<file path="src/verilog/pld_hold_pkg.sv">
// Purpose: Shared constants for the power, reset and hold control block
// Assumes: System clock of 50 MHz drives all logic
// Notes:   Timing counts are derived from times in their own units

package pld_hold_pkg;

   // ---------------------------------------------------------------
   // Sizes
   // ---------------------------------------------------------------
   localparam int CELL_COUNT  = 8;   // Macrocells and their I/O pins
   localparam int INPUT_COUNT = 8;   // Dedicated logic input pins
   localparam int SIG_BITS    = 64;  // User signature width

   // ---------------------------------------------------------------
   // Timing
   // ---------------------------------------------------------------
   localparam int CLOCK_PERIOD_NS  = 20;    // 50 MHz system clock
   localparam int RESET_SETTLE_NS  = 1000;  // Longest reset settle time
   // Longest time rounds down to whole cycles, never below one
   localparam int SETTLE_CYCLES    =
      (RESET_SETTLE_NS / CLOCK_PERIOD_NS) < 1 ? 1 :
      (RESET_SETTLE_NS / CLOCK_PERIOD_NS);

   // ---------------------------------------------------------------
   // Reset values
   // ---------------------------------------------------------------
   localparam logic [SIG_BITS-1:0] SIG_RESET = 64'h0; // Blank signature
   localparam logic                LOCK_RESET = 1'b0;  // Unlocked part

endpackage

</file>
<file path="src/verilog/settle_if.sv">
// Purpose: Handshake between the hold controller and its settle timer
// Assumes: Single clock domain
// Notes:   hold is a level; done is a one-cycle pulse

`timescale 1ns/1ns

interface settle_if;
   logic hold;   // Supply below trip point, keep timer cleared
   logic busy;   // Reset settle in progress
   logic done;   // Settle finished, one-cycle pulse

   modport timer (input hold, output busy, output done);
   modport user  (output hold, input busy, input done);
endinterface

</file>
<file path="src/verilog/pin_keeper.sv">
// Purpose: Weak keeper for one pin, retains the last driven level
// Assumes: driven is high while any driver is on the pin
// Notes:   Runs in every state, sleep included

`timescale 1ns/1ns

module pin_keeper (
   input  wire logic clock,    // System clock
   input  wire logic rst,      // Asynchronous reset, active high
   input  wire logic pad_in,   // Level seen on the pin
   input  wire logic driven,   // Some driver is active on the pin
   output logic      level     // Kept logic level
);

   // ---------------------------------------------------------------
   // Keeper state
   // ---------------------------------------------------------------
   // Follow the pin while driven, otherwise hold the old level
   always_ff @(posedge clock or posedge rst) begin
      if (rst) begin
         level <= 1'b0;
      end else if (driven) begin
         level <= pad_in;
      end
   end

   a_keeper_hold: assert property (@(posedge clock) disable iff (rst)
      !driven |=> level == $past(level))
      else $error("keeper lost its level while undriven");

   a_keeper_follow: assert property (@(posedge clock) disable iff (rst)
      driven |=> level == $past(pad_in))
      else $error("keeper did not follow the driven level");

endmodule

</file>
<file path="src/verilog/pld_power_reset_hold_control.sv">
// Purpose: Power-up reset, sleep hold, preload and lock of a small PLD
// Assumes: All pins synchronous to clock; array logic lives outside
// Notes:   Pin clock and output enable are sampled, not used as clocks

`timescale 1ns/1ns

module pld_power_reset_hold_control
   import pld_hold_pkg::*;
#(
   parameter int N_CELLS  = CELL_COUNT,   // Macrocells
   parameter int N_INPUTS = INPUT_COUNT   // Dedicated inputs
) (
   input  wire logic                    clock,             // 50 MHz clock
   input  wire logic                    rst,               // Async reset
   input  wire logic                    supply_ok,         // Above trip
   input  wire logic                    sleep_option_en,   // Config bit
   input  wire logic                    sleep_request_pin, // Sleep pin
   input  wire logic                    dev_clk_pin,       // Common clock
   input  wire logic                    oe_n_pin,          // Common enable
   input  wire logic [N_CELLS-1:0]      cell_registered,   // Cell mode
   input  wire logic [N_CELLS-1:0]      reg_next,          // Sum terms
   input  wire logic [N_CELLS-1:0]      comb_value,        // Comb outputs
   input  wire logic [N_CELLS-1:0]      comb_enable,       // Term enables
   input  wire logic [N_INPUTS-1:0]     in_pad,            // Input pins
   input  wire logic [N_INPUTS-1:0]     in_ext_drive,      // Board drives
   input  wire logic [N_CELLS-1:0]      io_pad_in,         // I/O levels
   input  wire logic [N_CELLS-1:0]      io_ext_drive,      // Board drives
   input  wire logic                    preload_strobe,    // Preload now
   input  wire logic [N_CELLS-1:0]      preload_mask,      // Cells to load
   input  wire logic [N_CELLS-1:0]      preload_value,     // Load levels
   input  wire logic                    verify_req,        // Readback
   input  wire logic                    lock_program,      // Set lock
   input  wire logic                    sig_write,         // Store sig
   input  wire logic [SIG_BITS-1:0]     sig_wdata,         // New sig
   input  wire logic                    sig_read,          // Read sig
   output logic [N_CELLS-1:0]           io_pad_out,        // Pin drive
   output logic [N_CELLS-1:0]           io_pad_oe,         // Pin enable
   output logic [N_INPUTS+N_CELLS-1:0]  array_in,          // Array inputs
   output logic                         spare_input,       // Plain input
   output logic                         sleeping,          // In sleep
   output logic                         settling,          // In reset
   output logic                         locked,            // Lock set
   output logic                         verify_valid,      // Pulse
   output logic                         verify_refused,    // Pulse
   output logic [N_CELLS-1:0]           verify_data,       // Readback
   output logic                         preload_refused,   // Pulse
   output logic                         sig_valid,         // Pulse
   output logic [SIG_BITS-1:0]          sig_data           // Signature
);

   initial begin
      if (N_CELLS < 1 || N_INPUTS < 1) begin
         $error("cell and input counts must be at least one");
      end
   end

   // ---------------------------------------------------------------
   // Settle timer
   // ---------------------------------------------------------------
   settle_if settle ();

   // Below the trip point the timer stays cleared, like a supply still rising
   assign settle.hold = !supply_ok;

   settle_timer #(
      .CYCLES (SETTLE_CYCLES)
   ) u_settle (
      .clock (clock),
      .rst   (rst),
      .ctl   (settle)
   );

   logic busy;
   assign busy = settle.busy;

   // ---------------------------------------------------------------
   // Pin keepers
   // ---------------------------------------------------------------
   logic [N_INPUTS-1:0] in_level;
   logic [N_CELLS-1:0]  io_level;

   // Keepers ignore sleep so idle pins never float
   genvar gi;
   generate
      for (gi = 0; gi < N_INPUTS; gi++) begin : g_in_keep
         pin_keeper u_keep (
            .clock  (clock),
            .rst    (rst),
            .pad_in (in_pad[gi]),
            .driven (in_ext_drive[gi]),
            .level  (in_level[gi])
         );
      end
      for (gi = 0; gi < N_CELLS; gi++) begin : g_io_keep
         pin_keeper u_keep (
            .clock  (clock),
            .rst    (rst),
            .pad_in (io_pad_in[gi]),
            .driven (io_ext_drive[gi] | io_pad_oe[gi]),
            .level  (io_level[gi])
         );
      end
   endgenerate

   // ---------------------------------------------------------------
   // Sleep state and spare input
   // ---------------------------------------------------------------
   // Sleep exists only when the option is configured
   always_ff @(posedge clock or posedge rst) begin
      if (rst) begin
         sleeping    <= 1'b0;
         spare_input <= 1'b0;
      end else begin
         sleeping    <= sleep_option_en & sleep_request_pin;
         spare_input <= !sleep_option_en & sleep_request_pin;
      end
   end

   // Reset status seen from outside
   always_ff @(posedge clock or posedge rst) begin
      if (rst) begin
         settling <= 1'b1;
      end else begin
         settling <= busy;
      end
   end

   // ---------------------------------------------------------------
   // Common clock edge detect
   // ---------------------------------------------------------------
   logic clk_prev;
   logic clk_rise;

   // Previous level tracks in sleep too, so waking makes no false edge
   always_ff @(posedge clock or posedge rst) begin
      if (rst) begin
         clk_prev <= 1'b0;
      end else begin
         clk_prev <= dev_clk_pin;
      end
   end

   assign clk_rise = dev_clk_pin & ~clk_prev;

   // ---------------------------------------------------------------
   // Macrocell registers
   // ---------------------------------------------------------------
   logic [N_CELLS-1:0] mreg;
   logic [N_CELLS-1:0] next_mreg;
   logic               preload_ok;

   assign preload_ok = preload_strobe & !locked & !busy & !sleeping;

   // Preload wins over a clock edge in the same cycle
   always_comb begin
      next_mreg = mreg;
      if (busy) begin
         next_mreg = '0;
      end else if (sleeping) begin
         next_mreg = mreg;
      end else if (preload_ok) begin
         next_mreg = (mreg & ~preload_mask) |
                     (preload_value & preload_mask);
      end else if (clk_rise) begin
         next_mreg = reg_next;
      end
   end

   always_ff @(posedge clock or posedge rst) begin
      if (rst) begin
         mreg <= '0;
      end else begin
         mreg <= next_mreg;
      end
   end

   // ---------------------------------------------------------------
   // Output drivers
   // ---------------------------------------------------------------
   // Frozen during sleep, so a disabled pin stays disabled
   always_ff @(posedge clock or posedge rst) begin
      if (rst) begin
         io_pad_out <= '0;
         io_pad_oe  <= '0;
      end else if (!sleeping) begin
         for (int i = 0; i < N_CELLS; i++) begin
            if (cell_registered[i]) begin
               io_pad_out[i] <= ~next_mreg[i];
               io_pad_oe[i]  <= ~oe_n_pin;
            end else begin
               io_pad_out[i] <= comb_value[i];
               io_pad_oe[i]  <= comb_enable[i];
            end
         end
      end
   end

   // Array sees kept pin levels, blocked while asleep
   always_ff @(posedge clock or posedge rst) begin
      if (rst) begin
         array_in <= '0;
      end else if (!sleeping) begin
         array_in <= {io_level, in_level};
      end
   end

   // ---------------------------------------------------------------
   // Lock, verify and preload answers
   // ---------------------------------------------------------------
   // Lock is sticky; only a fresh reset models an unprogrammed part
   always_ff @(posedge clock or posedge rst) begin
      if (rst) begin
         locked <= LOCK_RESET;
      end else if (lock_program && !sleeping) begin
         locked <= 1'b1;
      end
   end

   always_ff @(posedge clock or posedge rst) begin
      if (rst) begin
         verify_valid    <= 1'b0;
         verify_refused  <= 1'b0;
         verify_data     <= '0;
         preload_refused <= 1'b0;
      end else begin
         verify_valid    <= verify_req & !sleeping & !locked;
         verify_refused  <= verify_req & !sleeping & locked;
         preload_refused <= preload_strobe & !sleeping & locked;
         if (verify_req && !sleeping && !locked) begin
            verify_data <= mreg;
         end else begin
            verify_data <= '0;
         end
      end
   end

   // ---------------------------------------------------------------
   // User signature
   // ---------------------------------------------------------------
   logic [SIG_BITS-1:0] signature;

   // Stored while unlocked; read back regardless of lock
   always_ff @(posedge clock or posedge rst) begin
      if (rst) begin
         signature <= SIG_RESET;
      end else if (sig_write && !locked && !sleeping) begin
         signature <= sig_wdata;
      end
   end

   always_ff @(posedge clock or posedge rst) begin
      if (rst) begin
         sig_valid <= 1'b0;
         sig_data  <= '0;
      end else begin
         sig_valid <= sig_read & !sleeping;
         if (sig_read && !sleeping) begin
            sig_data <= signature;
         end
      end
   end

   // ---------------------------------------------------------------
   // Checks
   // ---------------------------------------------------------------
   a_reset_clears: assert property (@(posedge clock) disable iff (rst)
      busy |=> mreg == '0)
      else $error("register not cleared during settle");

   a_regout_high: assert property (@(posedge clock) disable iff (rst)
      busy && !sleeping |=>
      (io_pad_out & $past(cell_registered)) == $past(cell_registered))
      else $error("registered output not high after reset");

   a_sleep_freeze: assert property (@(posedge clock) disable iff (rst)
      sleeping |=> $stable(io_pad_out) && $stable(array_in))
      else $error("outputs moved during sleep");

   a_hiz_hold: assert property (@(posedge clock) disable iff (rst)
      sleeping |=> $stable(io_pad_oe))
      else $error("output enable changed during sleep");

   a_clock_ignored: assert property (@(posedge clock) disable iff (rst)
      sleeping && !busy |=> mreg == $past(mreg))
      else $error("register changed during sleep");

   a_keeper_awake: assert property (@(posedge clock) disable iff (rst)
      sleeping && in_ext_drive[0] |=> in_level[0] == $past(in_pad[0]))
      else $error("keeper idle during sleep");

   a_plain_input: assert property (@(posedge clock) disable iff (rst)
      !sleep_option_en |=>
      !sleeping && spare_input == $past(sleep_request_pin))
      else $error("sleep pin not a plain input");

   a_preload_load: assert property (@(posedge clock) disable iff (rst)
      preload_ok |=>
      (mreg & $past(preload_mask)) ==
      ($past(preload_value) & $past(preload_mask)))
      else $error("preload did not load");

   a_lock_refuse: assert property (@(posedge clock) disable iff (rst)
      locked && verify_req && !sleeping |=>
      verify_refused && !verify_valid && verify_data == '0)
      else $error("verify not refused while locked");

   a_sig_open: assert property (@(posedge clock) disable iff (rst)
      sig_read && !sleeping && !sig_write |=>
      sig_valid && sig_data == signature)
      else $error("signature not readable");

   a_common_oe: assert property (@(posedge clock) disable iff (rst)
      !sleeping && cell_registered[0] |=> io_pad_oe[0] == !$past(oe_n_pin))
      else $error("registered cell ignores common enable");

   a_wake_resume: assert property (@(posedge clock) disable iff (rst)
      $fell(sleeping) && supply_ok && !busy |->
      mreg == $past(mreg) ##1 !busy)
      else $error("reset applied on wake");

endmodule

</file>
<file path="src/verilog/settle_timer.sv">
// Purpose: Counts the reset settle delay after supply becomes good
// Assumes: hold stays high while the supply is below its trip point
// Notes:   Busy from reset, so a fresh reset behaves like power-up

`timescale 1ns/1ns

module settle_timer
   import pld_hold_pkg::*;
#(
   parameter int CYCLES = SETTLE_CYCLES  // Settle length in clocks
) (
   input  wire logic clock,      // System clock
   input  wire logic rst,        // Asynchronous reset, active high
   settle_if.timer   ctl         // Hold, busy and done
);

   localparam int CW = $clog2(CYCLES + 1);
   localparam logic [CW-1:0] LAST = CW'(CYCLES - 1);

   initial begin
      if (CYCLES < 1) begin
         $error("settle_timer needs at least one cycle");
      end
   end

   logic [CW-1:0] count;

   // ---------------------------------------------------------------
   // Delay counter
   // ---------------------------------------------------------------
   // Any dip of the supply restarts the whole delay
   always_ff @(posedge clock or posedge rst) begin
      if (rst) begin
         count    <= '0;
         ctl.busy <= 1'b1;
         ctl.done <= 1'b0;
      end else if (ctl.hold) begin
         count    <= '0;
         ctl.busy <= 1'b1;
         ctl.done <= 1'b0;
      end else if (ctl.busy) begin
         count    <= count + 1'b1;
         ctl.done <= (count == LAST);
         ctl.busy <= (count != LAST);
      end else begin
         ctl.done <= 1'b0;
      end
   end

   a_settle_length: assert property (@(posedge clock) disable iff (rst)
      $rose(ctl.busy) ##0 !ctl.hold [*1] |-> !ctl.done)
      else $error("settle ended at once");

endmodule
</file>
<file path="config.mk">
export PLATFORM = sky130hd
export DESIGN_NAME = pld_power_reset_hold_control
export DESIGN_NICKNAME = d
export VERILOG_FILES = /design/src/verilog/pld_hold_pkg.sv /design/src/verilog/settle_if.sv /design/src/verilog/pin_keeper.sv /design/src/verilog/pld_power_reset_hold_control.sv /design/src/verilog/settle_timer.sv
export SDC_FILE = /design/constraint.sdc
export NUM_CORES = 1
export LEC_CHECK = 0
export ABC_AREA = 1
export BUFFER_PORTS_ARGS = -buffer_cell sky130_fd_sc_hd__buf_2
export CAP_MARGIN = 20
export CORE_MARGIN = 2
export CORE_UTILIZATION = 25
export CTS_BUF_LIST = sky130_fd_sc_hd__clkbuf_4 sky130_fd_sc_hd__clkbuf_8
export CTS_CLUSTER_DIAMETER = 60
export DETAILED_ROUTE_END_ITERATION = 10
export PLACE_DENSITY = 0.54
export SLEW_MARGIN = 10
export SYNTH_ARGS = -nofsm -noshare
export SYNTH_HDL_FRONTEND = slang
export SYNTH_SLANG_ARGS = --single-unit
</file>
<file path="constraint.sdc">
create_clock -name clock -period 6.7 [get_ports clock]
set_input_delay 1.005 -clock clock [delete_from_list [all_inputs] [get_ports clock]]
set_output_delay 1.005 -clock clock [all_outputs]
set_load 0.01 [all_outputs]
</file>
Word-level counts from Yosys, hierarchy flattened
Index checks and enable logic that the tools add are counted.
{ "totals": {"elab_cells": 106, "register_bits": 208, "output_inout_bits": 112, "inputBits": 156} }
{ "op_classes": {"eq_ne": 2, "reduce_logical": 10, "n_mux": 25, "add_sub_neg": 1, "n_bitwise": 34} }
{ "ops": {"columns": ["operator", "n"], "rows": [
  ["2-to-1 mux 8 bit", 5],
  ["2-to-1 mux 1 bit", 18],
  ["bitwise AND 8 bit", 2],
  ["bitwise AND 1 bit", 12],
  ["2-to-1 mux 6 bit", 2],
  ["inverter 1 bit", 10],
  ["inverter 8 bit", 1],
  ["OR 1 bit", 8],
  ["OR 8 bit", 1],
  ["adder 6 x 1 -> 6 bit (second input constant)", 1],
  ["logical AND 1 bit", 6],
  ["inequality test 6 bit (second input constant)", 1],
  ["zero test 1 bit", 4],
  ["inequality test 2 x 1 -> 1 bit (second input constant)", 1]
]} }

Longest topological paths before layout
{ "depth": {"word_depth": 9, "mapped_depth": 8} }

Modules after synthesis
Synthesis repeated with hierarchy kept, for this count alone.
{ "hier_totals": {"cells_unflattened": 923, "hier_area_um2": 8435.6} }
{ "modules_own_cells": {"columns": ["mod", "cells_each", "seq_area_each_um2", "instances", "area_per_inst_um2"], "rows": [
  ["pld_power_reset_hold_control", 779, 4630.7, 1, 7337.0],
  ["pin_keeper", 6, 25.0, 16, 43.8],
  ["settle_timer", 48, 201.4, 1, 397.9]
]} }

Least setup slack after synthesis
No wires, ideal clock.
{ "synth_timing": {"kind": "input to register", "start": "input dev_clk_pin", "end": "register io_pad_out[0]", "slack_ns": 4.891, "path_stages": 8, "t_arrival_ns": 1.693, "path_buffers": 1, "setup_time_ns": 0.116, "path_cell_list": "clkbuf_2 > nand2_1 > nand2_1 > nand3_1 > nand3_1 > nand3_1 > nand2_1 > nand2_1"} }
{ "synth_via": {"elab_chain_cells": 7} }
{ "synth_rtl": {"columns": ["item", "line", "rtl"], "rows": [
  ["from (decl)", "pld_power_reset_hold_control.sv:18", "input wire logic dev_clk_pin,"],
  ["bitwise AND 1 bit", "pld_power_reset_hold_control.sv:143", "assign clk_rise = dev_clk_pin & ~clk_prev;"],
  ["2-to-1 mux 8 bit", "pld_power_reset_hold_control.sv:164", "end else if (clk_rise) begin"],
  ["2-to-1 mux 8 bit", "pld_power_reset_hold_control.sv:161", "end else if (preload_ok) begin"],
  ["2-to-1 mux 8 bit", "pld_power_reset_hold_control.sv:159", "end else if (sleeping) begin"],
  ["2-to-1 mux 8 bit", "pld_power_reset_hold_control.sv:157", "if (busy) begin"],
  ["inverter 1 bit", "pld_power_reset_hold_control.sv:188", "io_pad_out[i] <= ~next_mreg[i];"],
  ["2-to-1 mux 1 bit", "pld_power_reset_hold_control.sv:187", "if (cell_registered[i]) begin"],
  ["to (signal, indexed assignment)", "pld_power_reset_hold_control.sv:188", null],
  ["to (signal, indexed assignment)", "pld_power_reset_hold_control.sv:191", "io_pad_out[i] <= comb_value[i];"],
  ["to (decl)", "pld_power_reset_hold_control.sv:36", "output logic [N_CELLS-1:0] io_pad_out,"]
]} }
No other way between the ends.
A chain may end at the register's enable or synchronous reset.

Final worst setup path
{ "layout_timing": {"start": "register sleeping", "end": "register sig_data[57]"} }
{ "layout_via": {"elab_chain_cells": 2} }
{ "layout_rtl": {"columns": ["item", "line", "rtl"], "rows": [
  ["from (decl)", "pld_power_reset_hold_control.sv:40", "output logic sleeping,"],
  ["from (signal assigned)", "pld_power_reset_hold_control.sv:114", "sleeping <= sleep_option_en & sleep_request_pin;"],
  ["zero test 1 bit", "pld_power_reset_hold_control.sv:257", "if (sig_read && !sleeping) begin"],
  ["logical AND 1 bit", "pld_power_reset_hold_control.sv:257", null],
  ["to (signal assigned)", "pld_power_reset_hold_control.sv:258", "sig_data <= signature;"],
  ["to (decl)", "pld_power_reset_hold_control.sv:48", "output logic [SIG_BITS-1:0] sig_data"]
]} }
No other way between the ends.

==> reports/results.txt <==
Max clock buf depth - 3
GRT Total Usage - 12.9%
largest cells by area after synthesis - dfrtp_1, nand2_1, mux2_1
CTS Buf Count - 40
syn avg cell area - 10.1 um^2
Initial Utilization - 25.4%
core box area - 0.0325 mm^2
clock skew - 0.0159 ns
Reg2Reg Depth - 8
largest net degree at the start of global routing - 116
setup_tns - 0 ns
routed wire length - 22.4 mm
Synth Area in Simple Gates - 19.0%
initial DRC count - 254
Die Area - 0.0345 mm^2
Crit path largest cell delay - 0.56 ns
PwrDens - 256 mW/mm^2
Setup WS pre-CTS - 3.93 ns
initial antenna violation count - 3
post-synthesis xor/xnor area fraction - 0%
EDFF count, synth - 0
Crit. End Element - register
ys flop type - dfrtp_1
Post-Syn Area - 0.00825 mm^2
post-route ant nets - 0
via count - 6472
Max Clk Rate - 365 MHz
I/O Buffers - 267
Post-synth top cells - nand2_1, dfrtp_1, mux2_1, nor2_1, o21ai_0
final net count - 1260
largest family of logic cells by synthesized area - simple AND/OR/NAND/NOR gates
Req. time, crit path - 7.10 ns
cell count after synthesis - 819
crit-path leading delay family - buffers and inverters
#FFs+latches synth - 208
CTS sink cnt - 208
Max VDD drop - 0.134 mV
Final Max Tran Viols - 0
Synth Area in Compound Gates - 4.32%
Via density - 4.12
crit path max-delay cell type - buf_4
Hold WC Path Type - register to register
Worst-Margin Slew - 0.932 ns
critical path peak fanout - 76
number of global-route vias before repair - 6441
critical path class - register to register
sequential-to-total area share from yosys stat - 63.1%
DIE HEIGHT - 186 um
R2R setup slack - 3.96 ns
Rows - 66
WL/cell - 14.3 um
WP buf/inv - 5
Skew-Pair Late Insertion Delay - 0.52 ns
Tmin final - 2.74 ns
CP arrival - 3.14 ns
first-pass GRT wire length - 34.7 mm
CTS tree - yes
final hold vios - 0
routability cong. - 0.831
Critical Path, Cell by Cell - buf_4 -> inv_2 -> nand2_2 -> buf_4 -> inv_2 -> buf_4 -> nand2_1 -> nand2_1
Hold Path Depth - 2
Post-route DRC - 0
Final Cycle Share - 40.9%
RSZ-0062 raised after global routing - false
post-DP HPWL - 15.5 mm
clock-pin slew on the worst setup and hold paths - 0.06 ns
Post-CTS Setup Inserts - 0
final setup violation count - 0
Tot Pwr - 2770 uW
htree depth - 2
Slew headroom - 37.9%
GR Overflow Total - 0
post-synth cell types - 24
I/O pins - 268
Synth Area in Adders - 0.303%
R2R Path End - sig_data[57]
layout cells sized above 1 - 31.5%
Yosys top cell by area - dfrtp_1
yosys warns - 0
CTS root buf - clkbuf_8
post-synthesis mux area share - 8.87%
fin worst setup slack - 3.96 ns
post-cts hold buffer count - 0
Max-Cap Viols - 0
RR Startpoint - sleeping
top cell type's share of synthesized area - 62.5%
CP dominant cell by count - buf_4
fin util - 33.2%
die width - 186 um
asr flop ratio synth - 100%
most frequent cell after synthesis - nand2_1
Area growth syn-to-layout - 31.1%
sink of the worst hold path - sig_data[54]
Net Count, Synth - 977
Setup crit start kind - register
hold_sp - signature[54]
status - complete, no violations
P_leak - 0.00609 uW
PostCTS Resize Cnt - 0
first-pass iteration count of the detailed router - 6
cells in the final DEF, fill, tap and decap left out, types with 2 or more instances in the layout:
| cell type | instances |
|---|---|
| mux2_2 | 5 |
| mux2_1 | 60 |
| clkbuf_4 | 14 |
| buf_2 | 267 |
| buf_4 | 6 |
| clkbuf_8 | 49 |
| and2_1 | 8 |
| dfrtp_1 | 205 |
| a21oi_1 | 18 |
| nor3_1 | 4 |
| inv_2 | 3 |
| clkinvlp_4 | 3 |
| nand2_1 | 296 |
| nand3_1 | 33 |
| ha_1 | 2 |
| o21ai_0 | 50 |
| inv_1 | 42 |
| dfstp_2 | 2 |
| nor2_1 | 51 |
worst register-to-register path, cell delays in order (launching register included):
cell and delay, ns:
dfrtp_2 0.34, buf_4 0.56, inv_2 0.31, nand2_2 0.11, buf_4 0.55, inv_2 0.13, buf_4 0.34, nand2_1 0.22
nand2_1 0.06
how the worst max path moves through the flow:
| stage | startpoint | endpoint | slack (ns) | depth (start not counted) |
|---|---|---|---|---|
| floorplan | rst | array_in[0] | 0.02 | 1 |
| global placement | rst | sleeping | 3.95 | 3 |
| detailed placement | sleeping | sig_data[57] | 3.93 | 8 |
| CTS | sleeping | sig_data[57] | 3.93 | 8 |
| global route | sleeping | sig_data[53] | 3.70 | 8 |
| finish | sleeping | sig_data[57] | 3.96 | 8 |
power by group:
group	leakage, uW	total, uW	switching (uW)	internal (uW)
Sequential	0.00277	1310	19.5	1290
Combinational	0.00289	200	127	73.6
Clock	0.000421	1260	527	733
area by class of cell:
cell class              instances  area (um^2)
inverters                      47          184
flip-flops and latches        208         5210
diodes                          1         2.50
clock buffers                  63          779
well taps                     442          553
repair buffers                273         1380
clock inverters                 4         27.5
multi-input cells             532         2680
fillers                      3444        21700
through the flow:
step                      hold WS [ns]  std cells  instance area, um^2
final                            0.451       1570                10800
after global placement           0.444       1502                10000
after detailed placement         0.449       1502                10000
after floorplan                  0.385        819                 8250
after CTS                        0.453       1569                10800
after global routing             0.480       1569                10800
cell families after synthesis:
group / Yosys count
AND/OR/NAND/NOR: 395
flip-flops: 208
buffers and inverters: 79
AO/OA/AOI/OAI: 70
multiplexers: 65
adder cells (fa/ha/maj): 2
sequential cells by signal, indices dropped and copies added (netlist names), 6 cells and up:
signal and cells:
io_pad_oe 8, signature 64, sig_data 64, g_in_keep.u_keep.level 8
verify_data 8, u_settle.count 6, mreg 8, array_in 16
g_io_keep.u_keep.level 8, io_pad_out 8
metal layers:
metal	vias up	GRT usage, %	part of all wire, %
li1	3178	-	-
met1	2966	16.0	43
met2	289	20.4	44
met3	37	5.52	11
met4	2	3.56	1.9
met5	-	0	0.067
Note: power is estimated with default switching activity, not from simulation.
